<file path="src/ppcs_pkg.sv">
package ppcs_pkg;

  // Clock and instruction-cycle timing
  localparam int unsigned CLK_HZ = 20_000_000;
  localparam int unsigned TCY_NS = 200;
  localparam int unsigned QTR_NS = TCY_NS / 4;
  localparam int unsigned QTR_CLKS = (QTR_NS * (CLK_HZ / 1_000_000)) / 1000;
  localparam int unsigned QTR_PER_TCY = 4;
  localparam int unsigned CNT_W = 11;

  // Phase lengths in quarter cycles, gap and time-out in instruction cycles
  localparam int unsigned ADDR_QTRS = 4;
  localparam int unsigned SETUP_BASE_QTRS = 1;
  localparam int unsigned STROBE_WR_BASE_QTRS = 2;
  localparam int unsigned STROBE_RD_BASE_QTRS = 3;
  localparam int unsigned HOLD_WR_BASE_QTRS = 1;
  localparam int unsigned HOLD_RD_BASE_QTRS = 0;
  localparam int unsigned GAP_BASE_TCY = 3;
  localparam int unsigned TIMEOUT_DEFAULT_TCY = 255;

  // Register byte offsets
  localparam logic [7:0] REG_CS1_BASE = 8'h00;
  localparam logic [7:0] REG_CS2_BASE = 8'h04;
  localparam logic [7:0] REG_CS1_MODE = 8'h08;
  localparam logic [7:0] REG_CS2_MODE = 8'h0c;
  localparam logic [7:0] REG_CS1_CFG = 8'h10;
  localparam logic [7:0] REG_CS2_CFG = 8'h14;
  localparam logic [7:0] REG_STATUS = 8'h18;
  localparam logic [7:0] REG_PAD = 8'h1c;
  localparam logic [7:0] REG_CTRL = 8'h20;
  localparam logic [7:0] REG_MADDR = 8'h24;
  localparam logic [7:0] REG_MWDATA = 8'h28;
  localparam logic [7:0] REG_MRDATA = 8'h2c;
  localparam logic [7:0] REG_IN_BUF = 8'h30;
  localparam logic [7:0] REG_OUT_BUF = 8'h34;

  // Reset values
  localparam logic [15:0] CS1_BASE_RESET = 16'h0080;
  localparam logic [15:0] CS2_BASE_RESET = 16'h0880;
  localparam logic [3:0] OUT_EMPTY_RESET = 4'hf;
  localparam logic [3:0] IN_FULL_RESET = 4'h0;

  // Field positions
  localparam int unsigned BASE_LSB = 7;
  localparam int unsigned HS_MODE_LSB = 14;
  localparam int unsigned AMW_LSB = 11;
  localparam int unsigned SETUP_LSB = 6;
  localparam int unsigned STROBE_LSB = 2;
  localparam int unsigned HOLD_LSB = 0;
  localparam logic [15:0] MODE_MASK = 16'hf8ff;
  localparam int unsigned POL_BIT = 7;
  localparam int unsigned ST_IN_ALL = 15;
  localparam int unsigned ST_IN_OVF = 14;
  localparam int unsigned ST_IN_SLOT = 8;
  localparam int unsigned ST_OUT_ALL = 7;
  localparam int unsigned ST_OUT_UNF = 6;
  localparam int unsigned ST_OUT_SLOT = 0;
  localparam int unsigned CTRL_GO = 0;
  localparam int unsigned CTRL_READ = 1;
  localparam int unsigned CTRL_SLAVE = 8;
  localparam int unsigned CTRL_TIMEOUT = 12;
  localparam int unsigned CTRL_BUSY = 15;

  // Handshake codes
  localparam logic [1:0] HS_NONE = 2'h0;
  localparam logic [1:0] HS_TIMED = 2'h1;
  localparam logic [1:0] HS_WAIT = 2'h2;

  typedef enum logic [2:0] {
    PH_IDLE, PH_ADDR, PH_SETUP, PH_STROBE, PH_ACKW, PH_HOLD, PH_GAP
  } ppcs_phase_t;

  typedef struct packed {
    logic [7:0] address;
    logic read;
    logic write;
    logic [31:0] writedata;
    logic [3:0] byteenable;
  } ppcs_av_req_t;

  typedef struct packed {
    logic [31:0] readdata;
    logic waitrequest;
  } ppcs_av_rsp_t;

  typedef struct packed {
    logic cs1;
    logic cs2;
    logic rd_strobe;
    logic wr_strobe;
    logic data_oe;
    logic [23:0] addr;
    logic [15:0] wdata;
  } ppcs_pin_out_t;

  typedef struct packed {
    logic wr;
    logic rd;
    logic [1:0] sel;
    logic [7:0] wdata;
  } ppcs_host_req_t;

  typedef struct packed {
    logic [CNT_W-1:0] cnt;
  } ppcs_timer_st_t;

  typedef struct packed {
    logic [3:0] flags;
  } ppcs_flags_st_t;

endpackage

</file>
<file path="src/ppcs_byte_flags.sv">
`timescale 1ns/1ps
module ppcs_byte_flags #(
  parameter logic [3:0] INIT = 4'h0
) (
  // Clock and reset
  input wire logic i_clk_sys,
  input wire logic i_reset,
  // Per-byte set, per-word clear
  input wire logic [3:0] i_set,
  input wire logic [1:0] i_clr_pair,
  // Flags
  output logic [3:0] o_flags
);
  ppcs_pkg::ppcs_flags_st_t st;
  ppcs_pkg::ppcs_flags_st_t next_st;

  always_comb begin
    next_st = st;
    if (i_clr_pair[0]) begin
      next_st.flags[1:0] = 2'h0;
    end
    if (i_clr_pair[1]) begin
      next_st.flags[3:2] = 2'h0;
    end
    // Set after clear so an event in the clearing cycle survives
    next_st.flags = next_st.flags | i_set;
  end

  always_ff @(posedge i_clk_sys) begin
    if (i_reset) begin
      st.flags <= INIT;
    end else begin
      st <= next_st;
    end
  end

  assign o_flags = st.flags;
endmodule // ppcs_byte_flags

</file>
<file path="src/ppcs_phase_timer.sv">
`timescale 1ns/1ps
module ppcs_phase_timer (
  // Clock and reset
  input wire logic i_clk_sys,
  input wire logic i_reset,
  // Load a phase length in clocks
  input wire logic i_load,
  input wire logic [ppcs_pkg::CNT_W-1:0] i_count,
  // High in the last clock of the phase
  output logic o_last
);
  ppcs_pkg::ppcs_timer_st_t st;
  ppcs_pkg::ppcs_timer_st_t next_st;

  always_comb begin
    next_st = st;
    if (i_load) begin
      next_st.cnt = i_count;
    end else if (st.cnt != '0) begin
      next_st.cnt = st.cnt - ppcs_pkg::CNT_W'(1);
    end
  end

  always_ff @(posedge i_clk_sys) begin
    if (i_reset) begin
      st <= '0;
    end else begin
      st <= next_st;
    end
  end

  assign o_last = (st.cnt == ppcs_pkg::CNT_W'(1));
endmodule // ppcs_phase_timer

</file>
<file path="src/ppcs_top.sv">
`timescale 1ns/1ps
module ppcs_top (
  // Clock and reset
  input wire logic i_clk_sys,
  input wire logic i_reset,
  // Register bus
  input wire ppcs_pkg::ppcs_av_req_t i_av,
  output ppcs_pkg::ppcs_av_rsp_t o_av,
  // Master-mode pins
  output ppcs_pkg::ppcs_pin_out_t o_pin,
  input wire logic [15:0] i_pin_rdata,
  input wire logic i_ext_ack_input,
  // Slave-mode host access
  input wire ppcs_pkg::ppcs_host_req_t i_host,
  output logic [7:0] o_host_rdata,
  // Pad control
  output logic o_pad_threshold_select
);
  typedef struct packed {
    logic [8:0] cs1_base;
    logic [8:0] cs2_base;
    logic cs2_zeroed;
    logic [15:0] cs1_mode;
    logic [15:0] cs2_mode;
    logic cs1_pol;
    logic cs2_pol;
    logic pad_ttl;
    logic slave_mode;
    logic in_ovf;
    logic out_unf;
    logic timeout;
    logic bus_done;
    logic [31:0] rdata;
    logic [31:0] in_buf;
    logic [31:0] out_buf;
    logic [7:0] host_rdata;
    ppcs_pkg::ppcs_phase_t phase;
    logic dir_read;
    logic hit_cs1;
    logic hit_cs2;
    logic [23:0] addr;
    logic [15:0] wdata;
    logic [15:0] mrdata;
    ppcs_pkg::ppcs_pin_out_t pins;
  } ppcs_top_st_t;

  ppcs_top_st_t st;
  ppcs_top_st_t next_st;
  logic t_load;
  logic [ppcs_pkg::CNT_W-1:0] t_count;
  logic t_last;
  logic [3:0] in_set;
  logic [1:0] in_clr;
  logic [3:0] out_set;
  logic [1:0] out_clr;
  logic [3:0] in_full;
  logic [3:0] out_empty;

  ppcs_phase_timer u_timer (
    .i_clk_sys(i_clk_sys),
    .i_reset(i_reset),
    .i_load(t_load),
    .i_count(t_count),
    .o_last(t_last)
  );

  ppcs_byte_flags #(.INIT(ppcs_pkg::IN_FULL_RESET)) u_in_flags (
    .i_clk_sys(i_clk_sys),
    .i_reset(i_reset),
    .i_set(in_set),
    .i_clr_pair(in_clr),
    .o_flags(in_full)
  );

  // output empty flags, all set at reset
  ppcs_byte_flags #(.INIT(ppcs_pkg::OUT_EMPTY_RESET)) u_out_flags (
    .i_clk_sys(i_clk_sys),
    .i_reset(i_reset),
    .i_set(out_set),
    .i_clr_pair(out_clr),
    .o_flags(out_empty)
  );

  function automatic logic [ppcs_pkg::CNT_W-1:0] qclk(input int unsigned qtrs);
    qclk = ppcs_pkg::CNT_W'(qtrs * ppcs_pkg::QTR_CLKS);
  endfunction

  function automatic logic [15:0] merge16(input logic [15:0] old, input logic [31:0] wd,
                                          input logic [3:0] be);
    merge16 = {be[1] ? wd[15:8] : old[15:8], be[0] ? wd[7:0] : old[7:0]};
  endfunction

  logic [15:0] status_word;
  logic [15:0] ctrl_word;
  logic [31:0] rd_word;

  always_comb begin
    // summary flags follow the byte flags
    // empty summary only when every byte is empty
    status_word = '0;
    status_word[ppcs_pkg::ST_IN_ALL] = &in_full;
    status_word[ppcs_pkg::ST_IN_OVF] = st.in_ovf;
    status_word[ppcs_pkg::ST_IN_SLOT +: 4] = in_full;
    status_word[ppcs_pkg::ST_OUT_ALL] = &out_empty;
    status_word[ppcs_pkg::ST_OUT_UNF] = st.out_unf;
    status_word[ppcs_pkg::ST_OUT_SLOT +: 4] = out_empty;
    ctrl_word = '0;
    ctrl_word[ppcs_pkg::CTRL_BUSY] = (st.phase != ppcs_pkg::PH_IDLE);
    ctrl_word[ppcs_pkg::CTRL_TIMEOUT] = st.timeout;
    ctrl_word[ppcs_pkg::CTRL_SLAVE] = st.slave_mode;
    ctrl_word[ppcs_pkg::CTRL_READ] = st.dir_read;
    rd_word = '0;
    case (i_av.address)
      ppcs_pkg::REG_CS1_BASE: rd_word[15:0] = {st.cs1_base, 7'h00};
      ppcs_pkg::REG_CS2_BASE: rd_word[15:0] = {st.cs2_base, 7'h00};
      ppcs_pkg::REG_CS1_MODE: rd_word[15:0] = st.cs1_mode;
      ppcs_pkg::REG_CS2_MODE: rd_word[15:0] = st.cs2_mode;
      ppcs_pkg::REG_CS1_CFG: rd_word[ppcs_pkg::POL_BIT] = st.cs1_pol;
      ppcs_pkg::REG_CS2_CFG: rd_word[ppcs_pkg::POL_BIT] = st.cs2_pol;
      ppcs_pkg::REG_STATUS: rd_word[15:0] = status_word;
      ppcs_pkg::REG_PAD: rd_word[0] = st.pad_ttl;
      ppcs_pkg::REG_CTRL: rd_word[15:0] = ctrl_word;
      ppcs_pkg::REG_MADDR: rd_word[23:0] = st.addr;
      ppcs_pkg::REG_MWDATA: rd_word[15:0] = st.wdata;
      ppcs_pkg::REG_MRDATA: rd_word[15:0] = st.mrdata;
      ppcs_pkg::REG_IN_BUF: rd_word = st.in_buf;
      ppcs_pkg::REG_OUT_BUF: rd_word = st.out_buf;
      default: rd_word = '0;
    endcase
  end

  logic acc;
  logic sw_wr;
  logic sw_rd;
  logic idle;
  logic go;
  logic hit2;
  logic hit1;
  logic [15:0] mode;
  logic pol;
  logic ack_on;
  logic [1:0] hs;
  logic [3:0] sw;
  logic [31:0] wd;
  logic [3:0] be;
  logic [15:0] tmp;
  logic host_wr;
  logic host_rd;
  logic act;

  always_comb begin
    next_st = st;
    t_load = 1'b0;
    t_count = '0;
    in_set = '0;
    in_clr = '0;
    out_set = '0;
    out_clr = '0;
    go = 1'b0;
    tmp = '0;
    wd = i_av.writedata;
    be = i_av.byteenable;
    acc = i_av.read | i_av.write;
    idle = (st.phase == ppcs_pkg::PH_IDLE);
    // One wait cycle: data latched first, effects at the release edge
    next_st.bus_done = acc & ~st.bus_done;
    if (acc & ~st.bus_done) begin
      next_st.rdata = rd_word;
    end
    sw_wr = acc & st.bus_done & i_av.write;
    sw_rd = acc & st.bus_done & i_av.read;

    if (sw_wr) begin
      case (i_av.address)
        ppcs_pkg::REG_CS1_BASE: begin
          tmp = merge16({st.cs1_base, 7'h00}, wd, be);
          next_st.cs1_base = tmp[15:ppcs_pkg::BASE_LSB];
        end
        ppcs_pkg::REG_CS2_BASE: begin
          tmp = merge16({st.cs2_base, 7'h00}, wd, be);
          next_st.cs2_base = tmp[15:ppcs_pkg::BASE_LSB];
          // only a full-width zero write counts
          next_st.cs2_zeroed = (be[1:0] == 2'h3) && (wd[15:0] == 16'h0000);
        end
        ppcs_pkg::REG_CS1_MODE: begin
          next_st.cs1_mode = merge16(st.cs1_mode, wd, be) & ppcs_pkg::MODE_MASK;
        end
        ppcs_pkg::REG_CS2_MODE: begin
          next_st.cs2_mode = merge16(st.cs2_mode, wd, be) & ppcs_pkg::MODE_MASK;
        end
        ppcs_pkg::REG_CS1_CFG: begin
          if (be[0]) next_st.cs1_pol = wd[ppcs_pkg::POL_BIT];
        end
        ppcs_pkg::REG_CS2_CFG: begin
          if (be[0]) next_st.cs2_pol = wd[ppcs_pkg::POL_BIT];
        end
        ppcs_pkg::REG_STATUS: begin
          if (be[1]) next_st.in_ovf = wd[ppcs_pkg::ST_IN_OVF];
          if (be[0]) next_st.out_unf = wd[ppcs_pkg::ST_OUT_UNF];
        end
        ppcs_pkg::REG_PAD: begin
          if (be[0]) next_st.pad_ttl = wd[0];
        end
        ppcs_pkg::REG_CTRL: begin
          if (be[1]) begin
            next_st.slave_mode = wd[ppcs_pkg::CTRL_SLAVE];
            if (!wd[ppcs_pkg::CTRL_TIMEOUT]) next_st.timeout = 1'b0;
          end
          if (be[0] && idle) begin
            next_st.dir_read = wd[ppcs_pkg::CTRL_READ];
            go = wd[ppcs_pkg::CTRL_GO] & ~st.slave_mode;
          end
        end
        ppcs_pkg::REG_MADDR: begin
          if (idle) begin
            if (be[0]) next_st.addr[7:0] = wd[7:0];
            if (be[1]) next_st.addr[15:8] = wd[15:8];
            if (be[2]) next_st.addr[23:16] = wd[23:16];
          end
        end
        ppcs_pkg::REG_MWDATA: begin
          if (idle) next_st.wdata = merge16(st.wdata, wd, be);
        end
        ppcs_pkg::REG_OUT_BUF: begin
          for (int i = 0; i < 4; i++) begin
            if (be[i]) next_st.out_buf[8*i +: 8] = wd[8*i +: 8];
          end
          // writing any byte of a word clears the empty flags of its whole word
          out_clr = {be[3] | be[2], be[1] | be[0]};
        end
        default: begin
        end
      endcase
    end
    if (sw_rd && (i_av.address == ppcs_pkg::REG_IN_BUF)) begin
      // byte read clears its whole word
      in_clr = {be[3] | be[2], be[1] | be[0]};
    end

    // host traffic acts only in slave mode
    host_wr = i_host.wr & st.slave_mode;
    host_rd = i_host.rd & st.slave_mode & ~i_host.wr;
    if (host_wr) begin
      if (in_full[i_host.sel]) begin
        next_st.in_ovf = 1'b1;
      end else begin
        next_st.in_buf[8*i_host.sel +: 8] = i_host.wdata;
      end
      in_set[i_host.sel] = 1'b1;
    end
    if (host_rd) begin
      next_st.host_rdata = st.out_buf[8*i_host.sel +: 8];
      if (out_empty[i_host.sel]) next_st.out_unf = 1'b1;
      out_set[i_host.sel] = 1'b1;
    end

    // region decode on address bits 23 to 15
    // zeroed second base disables it and caps the first region
    hit2 = ~st.cs2_zeroed && (st.addr[23:15] >= st.cs2_base);
    hit1 = ~hit2 && (st.addr[23:15] >= st.cs1_base) &&
           (!st.cs2_zeroed || (st.addr[23:20] == 4'h0));
    mode = st.hit_cs2 ? st.cs2_mode : st.cs1_mode;
    pol = st.hit_cs2 ? st.cs2_pol : st.cs1_pol;
    // acknowledge active level per chip select
    ack_on = (i_ext_ack_input == pol);
    hs = mode[ppcs_pkg::HS_MODE_LSB +: 2];
    sw = mode[ppcs_pkg::STROBE_LSB +: 4];

    // address, setup, strobe, hold in quarter steps
    case (st.phase)
      ppcs_pkg::PH_IDLE: begin
        if (go) begin
          next_st.hit_cs1 = hit1;
          next_st.hit_cs2 = hit2;
          t_load = 1'b1;
          t_count = qclk(ppcs_pkg::ADDR_QTRS);
          next_st.phase = ppcs_pkg::PH_ADDR;
        end
      end
      ppcs_pkg::PH_ADDR: begin
        if (t_last) begin
          t_load = 1'b1;
          t_count = qclk(ppcs_pkg::SETUP_BASE_QTRS +
                         ppcs_pkg::QTR_PER_TCY * 32'(mode[ppcs_pkg::SETUP_LSB +: 2]));
          next_st.phase = ppcs_pkg::PH_SETUP;
        end
      end
      ppcs_pkg::PH_SETUP: begin
        if (t_last) begin
          t_load = 1'b1;
          t_count = qclk((st.dir_read ? ppcs_pkg::STROBE_RD_BASE_QTRS :
                          ppcs_pkg::STROBE_WR_BASE_QTRS) + ppcs_pkg::QTR_PER_TCY * 32'(sw));
          next_st.phase = ppcs_pkg::PH_STROBE;
        end
      end
      ppcs_pkg::PH_STROBE, ppcs_pkg::PH_ACKW: begin
        if (st.phase == ppcs_pkg::PH_STROBE && t_last &&
            (hs == ppcs_pkg::HS_WAIT || hs == ppcs_pkg::HS_TIMED)) begin
          t_load = 1'b1;
          t_count = qclk(ppcs_pkg::QTR_PER_TCY *
                         ((sw == 4'h0) ? ppcs_pkg::TIMEOUT_DEFAULT_TCY : 32'(sw)));
          next_st.phase = ppcs_pkg::PH_ACKW;
        end else if ((st.phase == ppcs_pkg::PH_STROBE && t_last) ||
                     (st.phase == ppcs_pkg::PH_ACKW && ack_on)) begin
          // completion on the strobe count or on acknowledge
          if (st.dir_read) next_st.mrdata = i_pin_rdata;
          // good completion clears the time-out flag
          next_st.timeout = 1'b0;
          t_count = qclk((st.dir_read ? ppcs_pkg::HOLD_RD_BASE_QTRS :
                          ppcs_pkg::HOLD_WR_BASE_QTRS) +
                         ppcs_pkg::QTR_PER_TCY * 32'(mode[ppcs_pkg::HOLD_LSB +: 2]));
          if (t_count == '0) begin
            t_count = qclk(ppcs_pkg::QTR_PER_TCY *
                           (ppcs_pkg::GAP_BASE_TCY + 32'(mode[ppcs_pkg::AMW_LSB +: 3])));
            next_st.phase = ppcs_pkg::PH_GAP;
          end else begin
            next_st.phase = ppcs_pkg::PH_HOLD;
          end
          t_load = 1'b1;
        end else if (st.phase == ppcs_pkg::PH_ACKW && hs == ppcs_pkg::HS_TIMED && t_last) begin
          // expired wait sets the flag and abandons
          next_st.timeout = 1'b1;
          t_load = 1'b1;
          t_count = qclk(ppcs_pkg::QTR_PER_TCY *
                         (ppcs_pkg::GAP_BASE_TCY + 32'(mode[ppcs_pkg::AMW_LSB +: 3])));
          next_st.phase = ppcs_pkg::PH_GAP;
        end
      end
      ppcs_pkg::PH_HOLD: begin
        if (t_last) begin
          t_load = 1'b1;
          t_count = qclk(ppcs_pkg::QTR_PER_TCY *
                         (ppcs_pkg::GAP_BASE_TCY + 32'(mode[ppcs_pkg::AMW_LSB +: 3])));
          next_st.phase = ppcs_pkg::PH_GAP;
        end
      end
      ppcs_pkg::PH_GAP: begin
        if (t_last) next_st.phase = ppcs_pkg::PH_IDLE;
      end
      default: next_st.phase = ppcs_pkg::PH_IDLE;
    endcase

    // Pins registered from the next phase to avoid decode glitches
    act = (next_st.phase != ppcs_pkg::PH_IDLE) && (next_st.phase != ppcs_pkg::PH_GAP);
    next_st.pins.cs1 = act & next_st.hit_cs1;
    next_st.pins.cs2 = act & next_st.hit_cs2;
    next_st.pins.rd_strobe = next_st.dir_read &&
      (next_st.phase == ppcs_pkg::PH_STROBE || next_st.phase == ppcs_pkg::PH_ACKW);
    next_st.pins.wr_strobe = !next_st.dir_read &&
      (next_st.phase == ppcs_pkg::PH_STROBE || next_st.phase == ppcs_pkg::PH_ACKW);
    next_st.pins.data_oe = !next_st.dir_read && act && (next_st.phase != ppcs_pkg::PH_ADDR);
    next_st.pins.addr = next_st.addr;
    next_st.pins.wdata = next_st.wdata;
  end

  always_ff @(posedge i_clk_sys) begin
    if (i_reset) begin
      st <= '0;
      st.cs1_base <= ppcs_pkg::CS1_BASE_RESET[15:ppcs_pkg::BASE_LSB];
      st.cs2_base <= ppcs_pkg::CS2_BASE_RESET[15:ppcs_pkg::BASE_LSB];
      st.phase <= ppcs_pkg::PH_IDLE;
    end else begin
      st <= next_st;
    end
  end

  assign o_av.readdata = st.rdata;
  assign o_av.waitrequest = acc & ~st.bus_done;
  assign o_pin = st.pins;
  assign o_host_rdata = st.host_rdata;
  assign o_pad_threshold_select = st.pad_ttl;
endmodule // ppcs_top

</file>
<file path="config.mk">
export PLATFORM = sky130hd
export DESIGN_NAME = ppcs_top
export DESIGN_NICKNAME = d
export VERILOG_FILES = /design/src/ppcs_pkg.sv /design/src/ppcs_byte_flags.sv /design/src/ppcs_phase_timer.sv /design/src/ppcs_top.sv
export SDC_FILE = /design/constraint.sdc
export NUM_CORES = 1
export LEC_CHECK = 0
export BUFFER_PORTS_ARGS = -buffer_cell sky130_fd_sc_hd__buf_2
export CAP_MARGIN = 0
export CORE_MARGIN = 4
export CORE_UTILIZATION = 45
export DETAILED_ROUTE_END_ITERATION = 10
export HOLD_SLACK_MARGIN = 0.05
export REMOVE_ABC_BUFFERS = 1
export SYNTH_ARGS = -nofsm -noshare
export SYNTH_HDL_FRONTEND = slang
export SYNTH_SLANG_ARGS = --single-unit
</file>
<file path="constraint.sdc">
create_clock -name i_clk_sys -period 3.2 [get_ports i_clk_sys]
set_input_delay 0.32 -clock i_clk_sys [delete_from_list [all_inputs] [get_ports i_clk_sys]]
set_output_delay 0.32 -clock i_clk_sys [all_outputs]
set_load 0.01 [all_outputs]
</file>
## After elaboration in Yosys (flattened, before gate mapping)

Index checks and enable logic that the tools add are counted.

- Register bits: 243
- Bits of input ports: 77
- Output and inout port bits: 87
- Word-level logic and storage cells: 251

- $add $sub $neg: 6
- $lt $le $gt $ge: 4
- Equality and inequality tests: 28
- Shift operators: 3
- Mux-type cells: 85
- Bitwise logic cells: 22
- Reduce and logical (&&, ||, !) cells: 61

Operators by type and width:

| kind | number |
|---|---|
| $pmux W8 S11 | 1 |
| $pmux W11 S5 | 1 |
| $pmux W6 S9 | 1 |
| $eq A8 B6 Y1 const B | 6 |
| $mux W16 | 3 |
| $mux W24 | 2 |
| $reduce_and A3 Y1 | 16 |
| $mux W11 | 4 |
| $mux W40 | 1 |
| $neg A5 Y34 | 1 |
| $shift A8 B34 Y32 const A | 1 |
| $shiftx A8 B34 Y32 | 1 |
| $bwmux W32 | 1 |
| $eq A8 B5 Y1 const B | 4 |
| $mux W8 | 4 |
| $reduce_and A4 Y1 | 8 |
| $shiftx A32 B6 Y8 | 1 |
| $mux W1 | 30 |
| $mux W3 | 10 |
| $pmux W8 S3 | 1 |
| $mux W2 | 11 |
| $ge A9 B9 Y1 | 2 |
| $mux W6 | 3 |
| $pmux W3 S6 | 1 |
| 45 further kinds | 95 |

## Depth between registers and ports, before layout

- Word-level depth: 12
- Gate-level depth with buffers: 11

## Modules after synthesis

From an unflattened synthesis, not the netlist that was laid out.

- Cells, all modules: 1587
- Area total of the unflattened synthesis: 12771.0 µm²

By module, submodules not included:

| module | times used | cells each | area an instance (µm²) | seq. area each (µm²) |
|---|---|---|---|---|
| ppcs_top | 1 | 1478 | 11848.9 | 4484.3 |
| ppcs_phase_timer | 1 | 77 | 651.9 | 220.2 |
| ppcs_byte_flags (u_in_flags) | 1 | 16 | 140.1 | 80.1 |
| ppcs_byte_flags (u_out_flags) | 1 | 16 | 130.1 | 80.1 |

## Least setup slack after synthesis

No wires, ideal clock.

- Path kind: register to register
- From: register st[101] (netlist bit)
- To: register st[51] (netlist bit)
- Data arrival time: 2.534 ns
- Data required time: 3.072 ns
- Slack: 0.539 ns
- Stages on the path, launching flop included: 10
- Path buffers: 3
- Period minus slack after synthesis: 2.661 ns
- Cells stage by stage: dfxtp_1 > buf_6 > clkbuf_1 > mux2_2 > ha_1 > a31o_2 > nand2_1 > buf_4 > mux2i_1 > nor2_1

- Cells in the longest elaborated chain, start to end: 6
- Elaborated cells between the ends (all ways): 11

Ends and longest elaborated chain:

| element | RTL line | RTL |
|---|---|---|
| start: declaration | ppcs_top.sv:47 | `ppcs_top_st_t st;` |
| start signal: assignment | ppcs_top.sv:363 | `st <= next_st;` |
| $mux W16 | ppcs_top.sv:262 | `mode = st.hit_cs2 ? st.cs2_mode : st.cs1_mode;` |
| $eq A2 B2 Y1 or $eq A2 B1 Y1 (tied branches) | ppcs_top.sv:298 | `(hs == ppcs_pkg::HS_WAIT \|\| hs == ppcs_pkg::HS_TIMED)) begin` |
| $logic_or A1 B1 Y1 | ppcs_top.sv:298 |  |
| $logic_and A1 B1 Y1 | ppcs_top.sv:297 | `if (st.phase == ppcs_pkg::PH_STROBE && t_last &&` |
| $not A1 Y1 (no source line) | -- |  |
| $reduce_and A4 Y1 (no source line) * | -- |  |

Mark *: on every way between the ends. The rest lies on a longest branch, timed or not.
A chain may end at the register's enable or synchronous reset.

## Final worst setup path

- From: register u_timer.st[1] (netlist bit)
- To: register st, in the netlist o_pin[43]

- Cells in the longest elaborated chain, start to end: 9
- Elaborated cells between the ends (all ways): 17

Ends and longest elaborated chain:

| element | RTL line | RTL |
|---|---|---|
| start: declaration | ppcs_phase_timer.sv:12 | `ppcs_pkg::ppcs_timer_st_t st;` |
| start signal: assignment | ppcs_phase_timer.sv:28 | `st <= next_st;` |
| $eq A11 B1 Y1 * | ppcs_phase_timer.sv:32 | `assign o_last = (st.cnt == ppcs_pkg::CNT_W'(1));` |
| $logic_and A1 B1 Y1, on equally long branches | ppcs_top.sv:320, ppcs_top.sv:297, ppcs_top.sv:303 |  |
| $mux W3 or $logic_or A1 B1 Y1 (tied branches) | ppcs_top.sv:320, ppcs_top.sv:303 |  |
| $mux W3 | ppcs_top.sv:303 | `end else if ((st.phase == ppcs_pkg::PH_STROBE && t_last) \|\|` |
| $mux W3 | ppcs_top.sv:297 |  |
| $pmux W3 S6 * | ppcs_top.sv:270 | `case (st.phase)` |
| $ne A3 B3 Y1 or $reduce_bool A3 Y1 (tied branches) | ppcs_top.sv:344 | `act = (next_st.phase != ppcs_pkg::PH_IDLE) && (next_st.phase != ppcs_pkg::PH_GAP);` |
| $logic_and A1 B1 Y1 * | ppcs_top.sv:344 |  |
| $and A1 B1 Y1 * | ppcs_top.sv:346 | `next_st.pins.cs2 = act & next_st.hit_cs2;` |

Marked as above.

==> run metrics <==
ys async rst share 0%; clock buffer depth 3; CP max FO 9; initial antenna violation count 0; global route hottest layer met2; Skew-Pair Late Insertion Delay 550 ps; post-DR vias/cell 5.91; commonest non-fill, non-tap cells in the layout dfxtp_1 (243), nor2_1 (184), buf_2 (162), nand2_1 (151), a21oi_1 (134); critical path required time 3610 ps; I/O Buffers 163; n_diodes 0; worst setup path class reg -> reg; VDD IR max 0.389 mV; Area Overhead vs Synth 15.8%; synth unique cells 72; Nets 1669; Worst setup SP type register; Die W 174 um; post-route setup TNS 0 ps; number of global-route vias before repair 11067; largest net degree at the start of global routing 103; Starting Density 45.9%; status completed; Worst Max-Slew Pin Slew 779 ps; Tmin final 2600 ps; commonest non-fill, non-tap cell in the layout dfxtp_1; core area 27100 um^2; Max-Cap Viols 0; Clk pin slew, worst setup/hold paths 60 ps; post-CTS sizing 0; Yosys reg bits 243; RSZ-0062 raised after global routing false; fin crit share 81.3%; gr usage total 27.7%; GRT met2 Usage 43.4%; area of the mapped netlist 12400 um^2; FP Rows 60; CTS tree built; DR pass1 iterations 7; drt wl/cell 22.4 um; ratio of cells with drive above 1 in the final layout 18.1%; RePlAce Congestion 0.963; die height 174 um; endpoint type of the worst setup path register; Total Routed Length 43700 um; Num CTS Buffers 27; Fillers 2589; P per Cell Area 543 nW/um^2; htree depth 1; ys flop type dfxtp_1; Final Hold Violating Endpoints 0; total power 7810 uW; final antenna-violating net count 0; post-DP HPWL 31800 um; CTS sink cnt 243; Hold Path Class in -> reg; critical path arrival 3010 ps; yosys warns 0; Ports 164; DRC Markers 0; GRT Residual Overflow 0; Layout Utilization 53.1%; max_slew headroom 48.0%; grt met3 use 4.65%; Post-CTS Setup Inserts 0; post-synthesis average cell area 8.43 um^2; total die area 30400 um^2; 1st-iter DRT viols 1099; Fin Clk Skew 22.7 ps; via count 11559; post-synthesis cell count 1474; # setup viols final 0; Fmax achieved 0.384 GHz; Hold WS 96.2 ps; Post-synth EDFFs 0; root buffer cell clkbuf_16; LEAKAGE 0.00570 uW; sequential area share after synthesis 39.1%; global routing usage on met1 38.3%; max-slew violation count 0; global-route wire length before repair 66600 um
-- sequential cells by signal, summed over array words and instances (netlist names) --
signal and count:
o_av 32, o_pad_threshold_select 1, u_timer.st 11, ctrl_word 3
u_out_flags.o_flags 4, st 135, o_pin 45, o_host_rdata 8
u_in_flags.o_flags 4
-- synthesized netlist by cell type, types with 19 or more instances --
| cell | n | area, um^2 |
|---|---|---|
| clkbuf_1 | 69 | 259 |
| ha_1 | 30 | 375 |
| nand3_1 | 95 | 475 |
| dfxtp_1 | 243 | 4860 |
| inv_1 | 26 | 97.6 |
| nand2_1 | 151 | 567 |
| buf_4 | 87 | 653 |
| mux2i_1 | 124 | 1240 |
| nor3_1 | 33 | 165 |
| a222oi_1 | 19 | 190 |
| o21ai_0 | 40 | 200 |
| a21oi_1 | 134 | 671 |
| nor2_1 | 184 | 691 |
-- layout make-up --
type / instances / area, um^2 / share of cell area, %
clock inverter: 16 / 292 / 2.03
multi-input combinational: 1031 / 6480 / 45.0
tap: 372 / 465 / 3.23
sequential: 243 / 4860 / 33.8
timing repair buffer: 233 / 1440 / 10.0
clock buffer: 34 / 752 / 5.22
inverter: 26 / 97.6 / 0.678
-- through the flow --
stage	instances	area (um^2)	setup slack (ps)
final	1955	14400	599
after global routing	1955	14400	402
after CTS	1955	14400	616
after detailed placement	1873	13000	520
after global placement	1873	13000	548
after floorplan	1300	11400	166
-- worst max-delay path, stage by stage (launching register included) --
cell,delay [ps]
dfxtp_1,350
inv_1,110
ha_1,140
nor4b_2,290
and3_1,420
a21oi_2,120
or3_1,370
a32o_2,290
xnor2_1,250
a21boi_0,140
-- worst paths after layout --
kind                              startpoint                    to  slack (ps)  cells past startpoint
setup / recovery  u_timer.st[1]$_SDFFE_PP0P_  o_pin[43]$_SDFF_PP0_         600                      9
hold reg to reg         st[150]$_SDFFE_PP0P_  st[150]$_SDFFE_PP0P_         450                      2
setup reg to reg  u_timer.st[1]$_SDFFE_PP0P_  o_pin[43]$_SDFF_PP0_         600                      9
hold / removal                     i_host[2]  st[173]$_SDFFE_PP0P_         100                      3
-- metal layers --
metal  vias to the layer above  part of all wire [%]
met4                         0                   3.9
met2                       559                    45
met5                         -                     0
met1                      5530                    43
li1                       5356                     -
met3                       114                   8.1
-- logic make-up (layout without fill, tap and decap cells) --
kind of cell | after synthesis | count (layout) | synth area share, %
AND/OR/NAND/NOR | 548 | 548 | 20.3
adder cells (fa/ha/maj) | 30 | 30 | 3.02
multiplexers | 139 | 139 | 12.3
AO/OA/AOI/OAI | 303 | 303 | 15.5
buffers and inverters | 200 | 309 | 8.86
XOR/XNOR | 11 | 11 | 0.775
flip-flops | 243 | 243 | 39.1
-- report_power, final --
group          internal [uW]  total (uW)  leakage (uW)  switching (uW)
combinational            382         975       0.00322             593
sequential              3110        3210       0.00196             101
clock                   2310        3630      0.000516            1320
-- timing repair --
item,4_1_cts,5_1_grt
setup endpoints to repair,0,0
hold endpoints to repair,40,0
hold buffers,32,0
Note: power is estimated with default switching activity, not from simulation.
